File: src/core/qvt_pkg.sv
// ----------------------------------------------------------------------------
// Timing constants and state codes for the valley turn-on control.
// ----------------------------------------------------------------------------
package qvt_pkg;

	localparam int CLK_KHZ       = 20000;
	localparam int OSC_LIM_L_KHZ = 136;
	localparam int OSC_LIM_H_KHZ = 225;
	// Least periods: round up so switching never exceeds the frequency limit.
	localparam int OSC_L_CYC     = (CLK_KHZ + OSC_LIM_L_KHZ - 1) / OSC_LIM_L_KHZ;
	localparam int OSC_H_CYC     = (CLK_KHZ + OSC_LIM_H_KHZ - 1) / OSC_LIM_H_KHZ;
	localparam int FLOOR_DIV     = 64;
	localparam int FLOOR_L_CYC   = OSC_L_CYC * FLOOR_DIV;
	localparam int FLOOR_H_CYC   = OSC_H_CYC * FLOOR_DIV;
	localparam int STARTER_DIV   = 4;
	localparam int BLANK_SHORT_US  = 2500;
	localparam int BLANK_LONG_US   = 6300;
	localparam int BLANK_SHORT_CYC = (BLANK_SHORT_US * CLK_KHZ + 999) / 1000;
	localparam int BLANK_LONG_CYC  = (BLANK_LONG_US * CLK_KHZ + 999) / 1000;
	localparam int STROBE_NS     = 2000;
	localparam int STROBE_CYC    = (STROBE_NS * CLK_KHZ + 999999) / 1000000;
	localparam int TON_DELAY_NS  = 200;
	localparam int TON_CYC_RAW   = (TON_DELAY_NS * CLK_KHZ + 999999) / 1000000;
	localparam int TON_CYC       = (TON_CYC_RAW < 1) ? 1 : TON_CYC_RAW;
	localparam int CNT_W         = 18;
	localparam int DLY_W         = 4;

	typedef enum logic [2:0]
	{
		ST_OFF   = 3'b001,
		ST_DELAY = 3'b010,
		ST_ON    = 3'b100
	} qvt_state_t;

endpackage

File: src/core/qvt_elapsed.sv
`timescale 1ns/1ns
`default_nettype none
// ----------------------------------------------------------------------------
// Saturating elapsed-cycle counter, held at zero while cleared.
// ----------------------------------------------------------------------------
module qvt_elapsed
	import qvt_pkg::*;
#(
	parameter int W = CNT_W
)
(
	input  wire logic         core_clk_in,
	input  wire logic         rst_in,
	input  wire logic         clr_in,
	output logic [W-1:0]      cnt_out
);

	logic [W-1:0] cnt_reg;
	logic [W-1:0] cnt_next;

	generate
		if (W < 2)
		begin : g_chk
			$error("qvt_elapsed: width too small");
		end
	endgenerate

	// Saturation keeps a very long off time from wrapping into a false short one.
	always_comb
	begin
		cnt_next = cnt_reg;
		if (clr_in)
			cnt_next = '0;
		else if (cnt_reg != {W{1'b1}})
			cnt_next = cnt_reg + {{(W-1){1'b0}}, 1'b1};
	end

	always_ff @(posedge core_clk_in)
	begin
		if (rst_in)
			cnt_reg <= '0;
		else
			cnt_reg <= cnt_next;
	end

	assign cnt_out = cnt_reg;

endmodule
`default_nettype wire

File: src/core/qvt_valley_ctrl.sv
// Overview of operation
// - Fire edge counts only after prior arming
// - Gate turns on after fixed delay
// - Ignore sense edges during post-off mask
// - Limit oscillator 136/225 kHz, restarted at turn-on
// - Armed fire after full period turns on
// - Early fire discarded, re-arm, skip valley
// - Need both mask and period expired
// - Mask lasts 2.5 ms or 6.3 ms
// - Sample below 1 V short, above long
// - Never armed: switch at starter rate
// - Arming returns control to valley switching
// - Arm level stuck high: floor frequency
// - Sample taken fixed strobe delay after off
`timescale 1ns/1ns
`default_nettype none
module qvt_valley_ctrl
	import qvt_pkg::*;
#(
	parameter int BLANK_SHORT_P = BLANK_SHORT_CYC,
	parameter int BLANK_LONG_P  = BLANK_LONG_CYC,
	parameter int FLOOR_L_P     = FLOOR_L_CYC,
	parameter int FLOOR_H_P     = FLOOR_H_CYC
)
(
	input  wire logic core_clk_in,
	input  wire logic rst_in,
	input  wire logic arm_cmp_in,
	input  wire logic fire_cmp_in,
	input  wire logic strobe_cmp_in,
	input  wire logic high_variant_in,
	input  wire logic turn_off_in,
	output logic      gate_on_out,
	output logic      starter_mode_out,
	output logic      long_blank_out
);

	// ------------------------------------------------------------------------
	// Parameter checks
	// ------------------------------------------------------------------------
	generate
		if (BLANK_SHORT_P <= STROBE_CYC || BLANK_LONG_P <= STROBE_CYC ||
			BLANK_LONG_P >= (1 << CNT_W) - 1 || FLOOR_L_P >= (1 << CNT_W) - 1 ||
			FLOOR_H_P >= (1 << CNT_W) - 1 || TON_CYC >= (1 << DLY_W))
		begin : g_chk
			$error("qvt_valley_ctrl: count parameters out of range");
		end
	endgenerate

	localparam int A_TON = TON_CYC;

	// ------------------------------------------------------------------------
	// State and counters
	// ------------------------------------------------------------------------
	qvt_state_t       st_reg;
	qvt_state_t       st_next;
	logic             arm_prev_reg;
	logic             fire_prev_reg;
	logic             armed_reg;
	logic             armed_next;
	logic             seen_arm_reg;
	logic             seen_arm_next;
	logic             arm_high_all_reg;
	logic             arm_high_all_next;
	logic             long_sel_reg;
	logic             long_sel_next;
	logic             starter_reg;
	logic             starter_next;
	logic             gate_reg;
	logic             gate_next;
	logic [DLY_W-1:0] dly_reg;
	logic [DLY_W-1:0] dly_next;
	logic [CNT_W-1:0] osc_cnt;
	logic [CNT_W-1:0] off_cnt;
	logic             osc_clr;
	logic             off_clr;

	logic             in_off;
	logic [CNT_W-1:0] osc_per;
	logic [CNT_W-1:0] floor_per;
	logic [CNT_W-1:0] starter_per;
	logic [CNT_W-1:0] blank_len;
	logic             osc_done;
	logic             blank_done;
	logic             strobe_hit;
	logic             arm_rise;
	logic             fire_fall;
	logic             fire_evt;
	logic             accept;
	logic             starter_go;
	logic             floor_go;
	logic             go;
	logic             dly_end;

	assign osc_clr = (st_reg == ST_DELAY) && dly_end;
	assign off_clr = !in_off;

	qvt_elapsed #(
		.W (CNT_W)
	) u_osc (
		.core_clk_in (core_clk_in),
		.rst_in      (rst_in),
		.clr_in      (osc_clr),
		.cnt_out     (osc_cnt)
	);

	qvt_elapsed #(
		.W (CNT_W)
	) u_off (
		.core_clk_in (core_clk_in),
		.rst_in      (rst_in),
		.clr_in      (off_clr),
		.cnt_out     (off_cnt)
	);

	// ------------------------------------------------------------------------
	// Decode
	// ------------------------------------------------------------------------
	assign in_off = (st_reg == ST_OFF);
	assign osc_per     = high_variant_in ? CNT_W'(OSC_H_CYC) : CNT_W'(OSC_L_CYC);
	assign floor_per   = high_variant_in ? CNT_W'(FLOOR_H_P) : CNT_W'(FLOOR_L_P);
	assign starter_per = CNT_W'(osc_per * CNT_W'(STARTER_DIV));
	assign osc_done    = osc_cnt >= osc_per;
	assign blank_len   = long_sel_reg ? CNT_W'(BLANK_LONG_P) : CNT_W'(BLANK_SHORT_P);
	assign blank_done  = (off_cnt > CNT_W'(STROBE_CYC)) && (off_cnt >= blank_len);
	assign strobe_hit  = in_off && (off_cnt == CNT_W'(STROBE_CYC));
	assign arm_rise    = arm_cmp_in && !arm_prev_reg;
	assign fire_fall   = fire_prev_reg && !fire_cmp_in;
	assign fire_evt    = in_off && blank_done && armed_reg && fire_fall;
	assign accept      = fire_evt && osc_done;
	assign starter_go  = in_off && blank_done && !seen_arm_reg && !arm_high_all_reg &&
		(osc_cnt >= starter_per);
	// stuck arm level uses floor rate
	assign floor_go    = in_off && blank_done && arm_high_all_reg && (osc_cnt >= floor_per);
	// mask and period both gate turn-on
	assign go          = accept || starter_go || floor_go;
	assign dly_end     = dly_reg == DLY_W'(TON_CYC - 1);

	// ------------------------------------------------------------------------
	// Next state
	// ------------------------------------------------------------------------
	always_comb
	begin
		st_next           = st_reg;
		armed_next        = armed_reg;
		seen_arm_next     = seen_arm_reg;
		arm_high_all_next = arm_high_all_reg;
		long_sel_next     = long_sel_reg;
		starter_next      = starter_reg;
		gate_next         = gate_reg;
		dly_next          = dly_reg;
		unique case (st_reg)
			ST_OFF:
			begin
				if (!arm_cmp_in)
					arm_high_all_next = 1'b0;
				if (strobe_hit)
					long_sel_next = strobe_cmp_in;
				if (fire_evt)
					armed_next = 1'b0;
				else if (arm_rise && blank_done)
				begin
					armed_next    = 1'b1;
					seen_arm_next = 1'b1;
				end
				if (accept)
					starter_next = 1'b0;
				else if (starter_go)
					starter_next = 1'b1;
				if (go)
				begin
					st_next  = ST_DELAY;
					dly_next = '0;
				end
			end
			ST_DELAY:
			begin
				armed_next = 1'b0;
				if (dly_end)
				begin
					st_next   = ST_ON;
					gate_next = 1'b1;
				end
				else
					dly_next = dly_reg + DLY_W'(1);
			end
			ST_ON:
			begin
				armed_next = 1'b0;
				if (turn_off_in)
				begin
					st_next           = ST_OFF;
					gate_next         = 1'b0;
					seen_arm_next     = 1'b0;
					arm_high_all_next = 1'b1;
				end
			end
		endcase
	end

	always_ff @(posedge core_clk_in)
	begin
		if (rst_in)
		begin
			st_reg           <= ST_OFF;
			arm_prev_reg     <= 1'b0;
			fire_prev_reg    <= 1'b0;
			armed_reg        <= 1'b0;
			seen_arm_reg     <= 1'b0;
			arm_high_all_reg <= 1'b0;
			long_sel_reg     <= 1'b1;
			starter_reg      <= 1'b0;
			gate_reg         <= 1'b0;
			dly_reg          <= '0;
		end
		else
		begin
			st_reg           <= st_next;
			arm_prev_reg     <= arm_cmp_in;
			fire_prev_reg    <= fire_cmp_in;
			armed_reg        <= armed_next;
			seen_arm_reg     <= seen_arm_next;
			arm_high_all_reg <= arm_high_all_next;
			long_sel_reg     <= long_sel_next;
			starter_reg      <= starter_next;
			gate_reg         <= gate_next;
			dly_reg          <= dly_next;
		end
	end

	assign gate_on_out      = gate_reg;
	assign starter_mode_out = starter_reg;
	assign long_blank_out   = long_sel_reg;
endmodule
`default_nettype wire

File: config.mk
export PLATFORM = sky130hd
export DESIGN_NAME = qvt_valley_ctrl
export DESIGN_NICKNAME = d
export VERILOG_FILES = /design/src/core/qvt_pkg.sv /design/src/core/qvt_elapsed.sv /design/src/core/qvt_valley_ctrl.sv
export SDC_FILE = /design/constraint.sdc
export NUM_CORES = 1
export LEC_CHECK = 0
export BUFFER_PORTS_ARGS = -buffer_cell sky130_fd_sc_hd__clkbuf_2
export CAP_MARGIN = 20
export CORE_MARGIN = 2
export CORE_UTILIZATION = 63
export CTS_CLUSTER_SIZE = 40
export DETAILED_ROUTE_END_ITERATION = 6
export PLACE_DENSITY = 0.77
export SETUP_SLACK_MARGIN = 0.15
export SYNTH_ARGS = -nofsm -noshare
export SYNTH_HDL_FRONTEND = slang
export SYNTH_HIERARCHICAL = 1
export SYNTH_SLANG_ARGS = --single-unit
File: constraint.sdc
create_clock -name core_clk_in -period 3.43 [get_ports core_clk_in]
set_input_delay 0.1715 -clock core_clk_in [delete_from_list [all_inputs] [get_ports core_clk_in]]
set_output_delay 0.1715 -clock core_clk_in [all_outputs]
set_load 0.01 [all_outputs]
Yosys cells after proc, flatten, opt, wreduce, memory -nomap -nowiden:

Cells that the tools add are included.

* bits in registers: 51
* bits of input ports: 7
* logic and storage cells: 94

* add/subtract/negate cells: 3
* $lt $le $gt $ge: 5
* equality and inequality tests: 15
* mux-type cells: 23
* bitwise gates (word level): 1
* reduce and logical (&&, ||, !) cells: 35

Operators with widths (number)
* adder 18 x 1 -> 18 bit, second input constant: 2
* inequality test 18 bit, second input constant: 2
* equality test 18 x 6 -> 1 bit, second input constant: 1
* >= comparator 18 x 10 -> 1 bit: 1
* >= comparator 18 x 14 -> 1 bit: 1
* >= comparator 18 x 17 -> 1 bit: 1
* >= comparator 18 x 8 -> 1 bit: 1
* > comparator 18 x 6 -> 1 bit, second input constant: 1
* two-way mux 17 bit: 1
* logical AND 1 bit: 15
* two-way mux 14 bit: 1
* AND reduction 3 bit: 4
* inequality test 2 bit, second input constant: 5
* two-way mux 1 bit: 9
* two-way mux 3 bit: 3
* case mux 3 bit (3 select lines): 1
* two-way mux 4 bit: 2
* two-way mux 8 bit: 1
* case mux 1 bit (2 select lines): 4
* case mux 4 bit (2 select lines): 1
* nonzero test 2 bit: 4
* OR reduction 2 bit: 3
* adder 4 x 1 -> 4 bit, second input constant: 1
* equality test 4 x 2 -> 1 bit, second input constant: 1
* other kinds (10): 16

Longest topological paths before layout:

Gate-level depths: netlist of the first run.

* word-level depth: 11
* depth in mapped cells: 8
* mapped depth without buffers: 8

By module:

The synthesis of the first run kept the hierarchy.

By module, submodules not included
* qvt_elapsed: instances 2, cells an instance 120, area each 1026.0 µm²
* qvt_valley_ctrl: instances 1, cells an instance 156, area each 1335.0 µm²

Least setup slack after synthesis of the first run:

OpenSTA, ideal clock, no wires.

* path kind: reg-to-reg
* start point: register st_reg[1]
* end point: register u_osc.cnt_reg[14] (netlist: u_osc/cnt_out[14])
* setup time: 0.116 ns
* arrival: 2.282 ns
* required time: 3.314 ns
* path slack: 1.032 ns
* cell stages (with the launch flop): 9
* path buffers: 2
* period minus slack after synthesis: 2.398 ns
* cells stage by stage: dfxtp_1 -> nor3b_1 -> nand2_1 -> nor3_1 -> or2_2 -> clkbuf_1 -> clkbuf_1 -> nor2_1 -> a41o_1

* longest elaborated chain between the ends: 3

RTL lines
* start: declaration: RTL line qvt_valley_ctrl.sv:55 `qvt_state_t st_reg;`
* start signal: assignment: RTL line qvt_valley_ctrl.sv:218 `st_reg <= st_next;`
* equality test 3 x 2 -> 1 bit: RTL line qvt_valley_ctrl.sv:95 `assign osc_clr = (st_reg == ST_DELAY) && dly_end;`
* logical AND 1 bit: RTL line qvt_valley_ctrl.sv:95
* net osc_clr: RTL line qvt_valley_ctrl.sv:75 `logic osc_clr;`
* OR reduction 2 bit (no source line)
* end signal: assignment: RTL line qvt_elapsed.sv:43 `cnt_reg <= cnt_next;`
* end: declaration: RTL line qvt_elapsed.sv:18 `logic [W-1:0] cnt_reg;`

The timed path passes the listed nets, and every way through them passes these cells.
A chain may end at the register's enable or synchronous reset.

Worst setup path after layout of the first run:

* start point: register long_sel_reg (netlist: long_blank_out)
* end point: register dly_reg[2]

* longest elaborated chain between the ends: 11
* elaborated cells between the ends (all ways): 16

RTL lines
* start: declaration: RTL line qvt_valley_ctrl.sv:65 `logic long_sel_reg;`
* start signal: assignment: RTL line qvt_valley_ctrl.sv:224 `long_sel_reg <= long_sel_next;`
* two-way mux 17 bit (*): RTL line qvt_valley_ctrl.sv:124 `assign blank_len = long_sel_reg ? CNT_W'(BLANK_LONG_P) : CNT_W'(BLANK_SHORT_P);`
* >= comparator 18 x 17 -> 1 bit (*): RTL line qvt_valley_ctrl.sv:125 `assign blank_done = (off_cnt > CNT_W'(STROBE_CYC)) && (off_cnt >= blank_len);`
* logical AND 1 bit (*): RTL line qvt_valley_ctrl.sv:125
* logical AND 1 bit (*): RTL line qvt_valley_ctrl.sv:129, qvt_valley_ctrl.sv:131, qvt_valley_ctrl.sv:134
* logical AND 1 bit, on equally long branches (2 in a row): RTL line qvt_valley_ctrl.sv:129, qvt_valley_ctrl.sv:131
* logical AND 1 bit, on equally long branches: RTL line qvt_valley_ctrl.sv:130, qvt_valley_ctrl.sv:131
* logical OR 1 bit: RTL line qvt_valley_ctrl.sv:136 `assign go = accept || starter_go || floor_go;`
* logical OR 1 bit (*): RTL line qvt_valley_ctrl.sv:136
* inequality test 2 x 1 -> 1 bit (no source line) (*)
* AND reduction 3 bit (no source line) (*)
* end signal: assignment: RTL line qvt_valley_ctrl.sv:227 `dly_reg <= dly_next;`
* end: declaration: RTL line qvt_valley_ctrl.sv:71 `logic [DLY_W-1:0] dly_reg;`

Mark *: on every way between the ends. The rest lies on a longest branch, timed or not.

==> results of run 1 <==
-- per-layer routing --
layer / track usage [%] / wire, um
met1: 37.2 / 3660
met2: 46.3 / 3780
met3: 4.12 / 374
met4: 8.39 / 108
met5: 0 / 0
-- layout make-up --
cell class | instances | area, um2 | area share, %
clock buffer | 6 | 72.6 | 2.05
multi-input combinational | 317 | 2240 | 63.3
inverter | 14 | 52.6 | 1.48
timing repair buffer | 12 | 67.6 | 1.91
sequential | 51 | 1020 | 28.8
tap | 70 | 87.6 | 2.47
-- power groups by stage --
stage | combinational [mW] | sequential, mW | clock (mW)
floorplan | 0.0505 | 0.621 | 0
global placement | 0.0675 | 0.623 | 0
detailed placement | 0.0686 | 0.624 | 0
CTS | 0.0693 | 0.610 | 0.333
global route | 0.0784 | 0.611 | 0.351
finish | 0.0700 | 0.610 | 0.326
-- cells in the mapped netlist, types with 5 or more instances --
cell                       instances
sky130_fd_sc_hd__a211oi_1          5
sky130_fd_sc_hd__or3_1             5
sky130_fd_sc_hd__nand2_1          43
sky130_fd_sc_hd__ha_1             26
sky130_fd_sc_hd__nor2_1           25
sky130_fd_sc_hd__nor4_1           14
sky130_fd_sc_hd__o41ai_1           5
sky130_fd_sc_hd__clkbuf_1          7
sky130_fd_sc_hd__nand4_1          15
sky130_fd_sc_hd__o211ai_1          6
sky130_fd_sc_hd__inv_1            14
sky130_fd_sc_hd__a21oi_1          34
sky130_fd_sc_hd__nor2b_1           7
sky130_fd_sc_hd__buf_2             5
sky130_fd_sc_hd__dfxtp_1          51
sky130_fd_sc_hd__mux2i_1           5
sky130_fd_sc_hd__o21ai_0           5
sky130_fd_sc_hd__a2111o_1         16
sky130_fd_sc_hd__o21ai_1          16
sky130_fd_sc_hd__nand3_1          14
-- worst paths after layout --
check	from	slack, ns	cells past startpoint	end
max reg2reg	long_blank_out	0.96	7	dly_reg[2]
min	fire_cmp_in	0.09	2	fire_prev_reg
max	long_blank_out	0.96	7	dly_reg[2]
min reg2reg	dly_reg[1]	0.49	2	dly_reg[1]
-- through the flow --
stage	cells	utilization [%]
floorplan	396	-
CTS	470	68.9
global placement	464	67.5
global route	470	68.9
detailed placement	464	67.5
finish	470	68.9
-- worst max-delay path, delay by kind of cell (launching register included) --
| kind | cells | cell delay, ns |
|---|---|---|
| AO/OA/AOI/OAI | 4 | 1.30 |
| flip-flops | 1 | 0.41 |
| adder cells (fa/ha/maj) | 1 | 0.33 |
| AND/OR/NAND/NOR | 1 | 0.19 |
| buffers and inverters | 1 | 0.16 |
-- cell families (layout without fill, tap and decap cells) --
logic type / Yosys count / after routing / synth area share [%]
compound gates: 123 / 123 / 27.5
simple gates: 163 / 163 / 27.6
buf+inv: 28 / 32 / 3.73
fa+ha+maj: 26 / 26 / 9.60
flops: 51 / 51 / 30.1
mux: 5 / 5 / 1.48
==> run_results.csv, run 1 <==
group,metric,value,unit
die,placementRows,26,
clock_tree,cts_setup_buffers,0,
global_routing,globalRoute.totalOverflow,0,
sta,timing.final.crit_period,2.47,ns
sta,timing.final.ws_setup,0.964,ns
clock_tree,source_to_sink_clock_delay_at_the_later_pin_of_the_worst_skew_pair,0.31,ns
sta,timing.fmax,0.405,GHz
detailed_routing,drtAntennaViolNets,0,
detailed_routing,drt_iter0_drc,150,
clock_tree,clock_edge_transition_at_the_registers_on_the_reported_setup_and_hold_paths,0.09,ns
synthesis,synth-edff-count,0,
synthesis,synth_area_per_cell,8.55,um2
detailed_routing,dr.pass1.iters,5,
power_and_ir_drop,ir_drop,0.177,mV
worst_setup_path,critical-path-slowest-cell,"sky130_fd_sc_hd__a221oi_1",
placement,placedInstanceArea,0.00347,mm2
power_and_ir_drop,power.combinational.fraction,7.0,%
flow_run,max_cap_viols,0,
synthesis,synth.lib_cells_used.distinct,58,
sta,clock-skew-final,0.00858,ns
sta,min_period_over_period,71.9,%
die,initial_core_util,65.9,%
finish,layout-area-overhead-vs-synth,4.54,%
global_routing,pin_count_of_the_biggest_net_entering_global_routing,21,
worst_setup_path,cp_slowest_stage_delay,0.51,ns
die,design.core.area,0.00514,mm2
global_routing,wire_length_of_the_first_global_routing_pass,13800,um
synthesis,netlist_instances,396,
synthesis,postSynthNetCount,429,
power_and_ir_drop,switching_power_summed_over_all_nets,0.241,mW
detailed_routing,totalWireLength,7930,um
synthesis,yosys.area.top_type_share,30.1,%
global_routing,grt_pass1_vias,2954,
sta,worstMarginPinSlew,0.871,ns
die,die_h,77.3,um
finish,layout_commonest_cell,"sky130_fd_sc_hd__dfxtp_1",
sta,finalSetupViolations,0,
power_and_ir_drop,sequentialPowerShare,60.7,%
synthesis,yosysWarnings,6,
worst_setup_path,worstSetupStartpointType,"register",
worst_setup_path,critical_path.cell_chain,"inv_1, ha_1, a211o_1, a221oi_1, nor2_1, o21a_4, a311oi_2",
clock_tree,clock_sink_count,51,
detailed_routing,drc,0,
synthesis,synthFlopType,"sky130_fd_sc_hd__dfxtp_1",
power_and_ir_drop,power.switching_fraction,24.0,%
sta,timing.final.hold_violations,0,
sta,timing.max_slew.rel_slack,41.7,%
finish,final_net_count,434,
clock_tree,cts_buffer_depth,2,
clock_tree,cts_hold_fix_bufs,0,
clock_tree,cts_bufs_inserted,5,
power_and_ir_drop,power_leakage,1.35,nW
finish,fillerInstances,460,
worst_setup_path,criticalPathCategory,"register to register",
synthesis,postSynth.asyncResetShare,0,%
synthesis,syn-cell-area,0.00339,mm2
synthesis,synth.yosys.seq_area_share,30.1,%
clock_tree,cts.root.buffer_cell,"sky130_fd_sc_hd__clkbuf_8",
outcome,outcome,"finished, final reports clean",
worst_setup_path,critPathMaxFanout,6,
finish,mostFrequentLayoutCells,"sky130_fd_sc_hd__dfxtp_1 (51), sky130_fd_sc_hd__nand2_1 (43), sky130_fd_sc_hd__a21oi_1 (34)",
power_and_ir_drop,report.power.total,1.01,mW
global_routing,grt_usage,27.8,%
placement,buffer_ports.inserted,9,
detailed_routing,vias,3172,
global_routing,antenna_found_initial,0,
power_and_ir_drop,internal-power,0.764,mW
power_and_ir_drop,power_per_cell_area,284,mW/mm2
sta,final.hold.worst_slack,0.0863,ns
hold_path,hold_class,"primary input to register",
placement,gpl_wtd_cong,0.866,
sta,maxSlewViolCount,0,
detailed_routing,post_drt_wl_per_cell,16.9,um
placement,dp.final_hpwl,5660,um
finish,num_antenna_cells,0,
clock_tree,postCtsResizedCells,0,
clock_tree,htree_num_levels,2,
sta,finalSetupTns,0,ns
synthesis,register_bit_count_reported_by_yosys,51,
sta,grt_setup_unrepaired,"false",
die,top_level_ports,10,
die,area_of_the_die,0.00598,mm2
die,die_x,77.3,um
clock_tree,tritoncts,"built",
power_and_ir_drop,clkPwrFrac,32.4,%
synthesis,cell_type_with_the_highest_aggregate_area_in_the_netlist,"sky130_fd_sc_hd__dfxtp_1",
placement,placement.setup.worst_slack,1.02,ns
worst_setup_path,worstPathArrival,2.68,ns
detailed_routing,routed_via_density,6.75,
synthesis,cells_taking_the_most_area_after_synthesis,"sky130_fd_sc_hd__dfxtp_1 (30%), sky130_fd_sc_hd__ha_1 (9.6%), sky130_fd_sc_hd__a2111o_1 (5.3%)",
finish,post_route_cells_drive_above_1_share,11.3,%
worst_setup_path,timing.critical_path.required,3.65,ns
finish,design_area,0.00354,mm2
worst_setup_path,critical_path.endpoint_type,"register",
(Power assumes the default switching activity.)
==> run 2, diff against run 1 <==
==> constraint.sdc (replaced) <==
create_clock -name core_clk_in -period 2.4 [get_ports core_clk_in]
set_input_delay 0.12 -clock core_clk_in [delete_from_list [all_inputs] [get_ports core_clk_in]]
set_output_delay 0.12 -clock core_clk_in [all_outputs]
set_load 0.01 [all_outputs]
==> run_results.csv, run 2 (synthesis results as in run 1) <==
group,metric,value,unit
clock_tree,source_to_sink_clock_delay_at_the_later_pin_of_the_worst_skew_pair,0.30,ns
worst_setup_path,critical-path-slowest-cell,"sky130_fd_sc_hd__dfxtp_1",
worst_setup_path,timing.reg2reg.worst_path_depth,7,
finish,area_occupied_by_multi_input_gates,0.00227,mm2
sta,timing.final.crit_period,2.30,ns
global_routing,pin_count_of_the_biggest_net_entering_global_routing,24,
clock_tree,clock_sink_count,51,
die,area_of_the_die,0.00598,mm2
power_and_ir_drop,power_leakage,1.48,nW
worst_setup_path,critical_path.most_common_cell,"sky130_fd_sc_hd__buf_4",
power_and_ir_drop,power_per_cell_area,392,mW/mm2
finish,final_net_count,456,
worst_setup_path,ff2ff_setup_slack,0.10,ns
clock_tree,cts_bufs_inserted,5,
placement,placed_cells,483,
sta,clock-skew-final,0.00800,ns
worst_setup_path,crit_start,"st_reg[0]",
die,die_h,77.3,um
worst_setup_path,critical_path.reg2reg.endpoint,"starter_mode_out",
sta,timing.fmax,0.436,GHz
finish,design_area,0.00375,mm2
detailed_routing,drt_iter0_drc,157,
outcome,outcome,"finished, final reports clean",
hold_path,hold_class,"primary input to register",
detailed_routing,totalWireLength,8580,um
finish,fillerInstances,414,
clock_tree,cts.root.buffer_cell,"sky130_fd_sc_hd__clkbuf_8",
die,top_level_ports,10,
clock_tree,htree_num_levels,2,
clock_tree,cts_buffer_depth,2,
sta,final.hold.worst_slack,0.0370,ns
worst_setup_path,criticalPathCategory,"register to register",
detailed_routing,dr.pass1.iters,5,
worst_setup_path,critPathMaxFanout,6,
sta,min_period_over_period,95.6,%
worst_setup_path,critical_path.cell_chain,"or3b_1, nor4_1, a22oi_2, buf_4, buf_4, buf_4, o311a_2",
die,design.core.area,0.00514,mm2
sta,finalSetupViolations,0,
finish,layout_commonest_cell,"sky130_fd_sc_hd__dfxtp_1",
global_routing,globalRoute.totalOverflow,0,
sta,timing.final.hold_violations,0,
sta,grt_setup_unrepaired,"true",
sta,timing.max_slew.rel_slack,55.1,%
placement,dp.final_hpwl,6010,um
detailed_routing,drtAntennaViolNets,0,
sta,worstMarginPinSlew,0.671,ns
die,initial_core_util,65.9,%
worst_setup_path,cp_slowest_stage_delay,0.41,ns
flow_run,max_cap_viols,0,
global_routing,antenna_found_initial,0,
detailed_routing,drc,0,
finish,num_antenna_cells,0,
worst_setup_path,worstPathArrival,2.49,ns
finish,mostFrequentLayoutCells,"sky130_fd_sc_hd__dfxtp_1 (49), sky130_fd_sc_hd__nand2_1 (43), sky130_fd_sc_hd__a21oi_1 (34)",
detailed_routing,post_drt_wl_per_cell,17.4,um
clock_tree,tritoncts,"built",
placement,buffer_ports.inserted,9,
finish,area.sequential,0.00102,mm2
detailed_routing,routed_via_density,6.64,
placement,gpl_wtd_cong,0.921,
worst_setup_path,worstSetupStartpointType,"register",
global_routing,grt_usage,29.2,%
worst_setup_path,startpoint_of_the_lowest_slack_register_to_register_path,"st_reg[0]",
clock_tree,clock_edge_transition_at_the_registers_on_the_reported_setup_and_hold_paths,0.09,ns
power_and_ir_drop,report.power.total,1.47,mW
die,die_x,77.3,um
worst_setup_path,timing.critical_path.required,2.59,ns
sta,maxSlewViolCount,0,
die,placementRows,26,
worst_setup_path,critical_path.endpoint_type,"register",
global_routing,wire_length_of_the_first_global_routing_pass,14300,um
global_routing,grt_pass1_vias,3080,
detailed_routing,vias,3279,
placement,placedInstanceArea,0.00362,mm2
worst_setup_path,setup.worst_path.end,"starter_mode_out",
power_and_ir_drop,ir_drop,0.231,mV
finish,number_of_standard_cells_in_the_final_layout_excluding_fillers,494,
finish,post_route_cells_drive_above_1_share,17.5,%
sta,finalSetupTns,0,ns
finish,layout-area-overhead-vs-synth,10.7,%
run 2: stage by stage:
step / setup slack [ns] / util, %
floorplan: 0.178 / -
global placement: 0.177 / 70.4
detailed placement: 0.133 / 70.4
CTS: 0.156 / 72.5
global route: 0.0247 / 73.0
finish: 0.105 / 73.0
run 2: how the worst min path moves through the flow:
stage | start | to | slack, ns | depth (start not counted)
after floorplan | arm_cmp_in | arm_prev_reg | 0.25 | 1
after global placement | fire_cmp_in | fire_prev_reg | 0.34 | 2
after detailed placement | fire_cmp_in | fire_prev_reg | 0.35 | 2
after CTS | fire_cmp_in | fire_prev_reg | 0.03 | 2
after global routing | fire_cmp_in | fire_prev_reg | 0.04 | 2
final | fire_cmp_in | fire_prev_reg | 0.04 | 2
run 2: where the power goes:
group          total, mW  internal (mW)  switching (mW)
combinational      0.114         0.0487          0.0648
clock              0.486          0.206           0.280
sequential         0.870          0.856          0.0137
total               1.47           1.11           0.359
run 2: layer usage:
| metal | routed length (um) | part of all wire (%) | global-route usage [%] |
|---|---|---|---|
| met1 | 3750 | 44 | 37.5 |
| met2 | 4150 | 48 | 50.0 |
| met3 | 377 | 4.4 | 3.88 |
| met4 | 308 | 3.6 | 10.4 |
| met5 | 0 | 0 | 0 |
run 2: area by class of cell:
| cell class | instances | share of cell area (%) |
|---|---|---|
| sequential | 51 | 27.3 |
| inverter | 14 | 1.40 |
| tap | 70 | 2.33 |
| clock buffer | 7 | 2.03 |
| timing repair buffer | 34 | 6.20 |
| multi-input combinational | 317 | 60.6 |
| clock inverter | 1 | 0.133 |
run 2: worst max-delay path: cells and delay by family (launching register included):
family / cells / cell delay (ns)
and+or+nand+nor: 2 / 0.81
DFF: 1 / 0.41
buffers and inverters: 3 / 0.40
AOI/OAI and AO/OA: 2 / 0.56
run 2: timing repair:
item	CTS	global route
resized for setup	2	5
cloned	0	0
hold buffers	0	0
pin swaps	6	5
setup endpoints to repair	3	5
buffers inserted	2	1
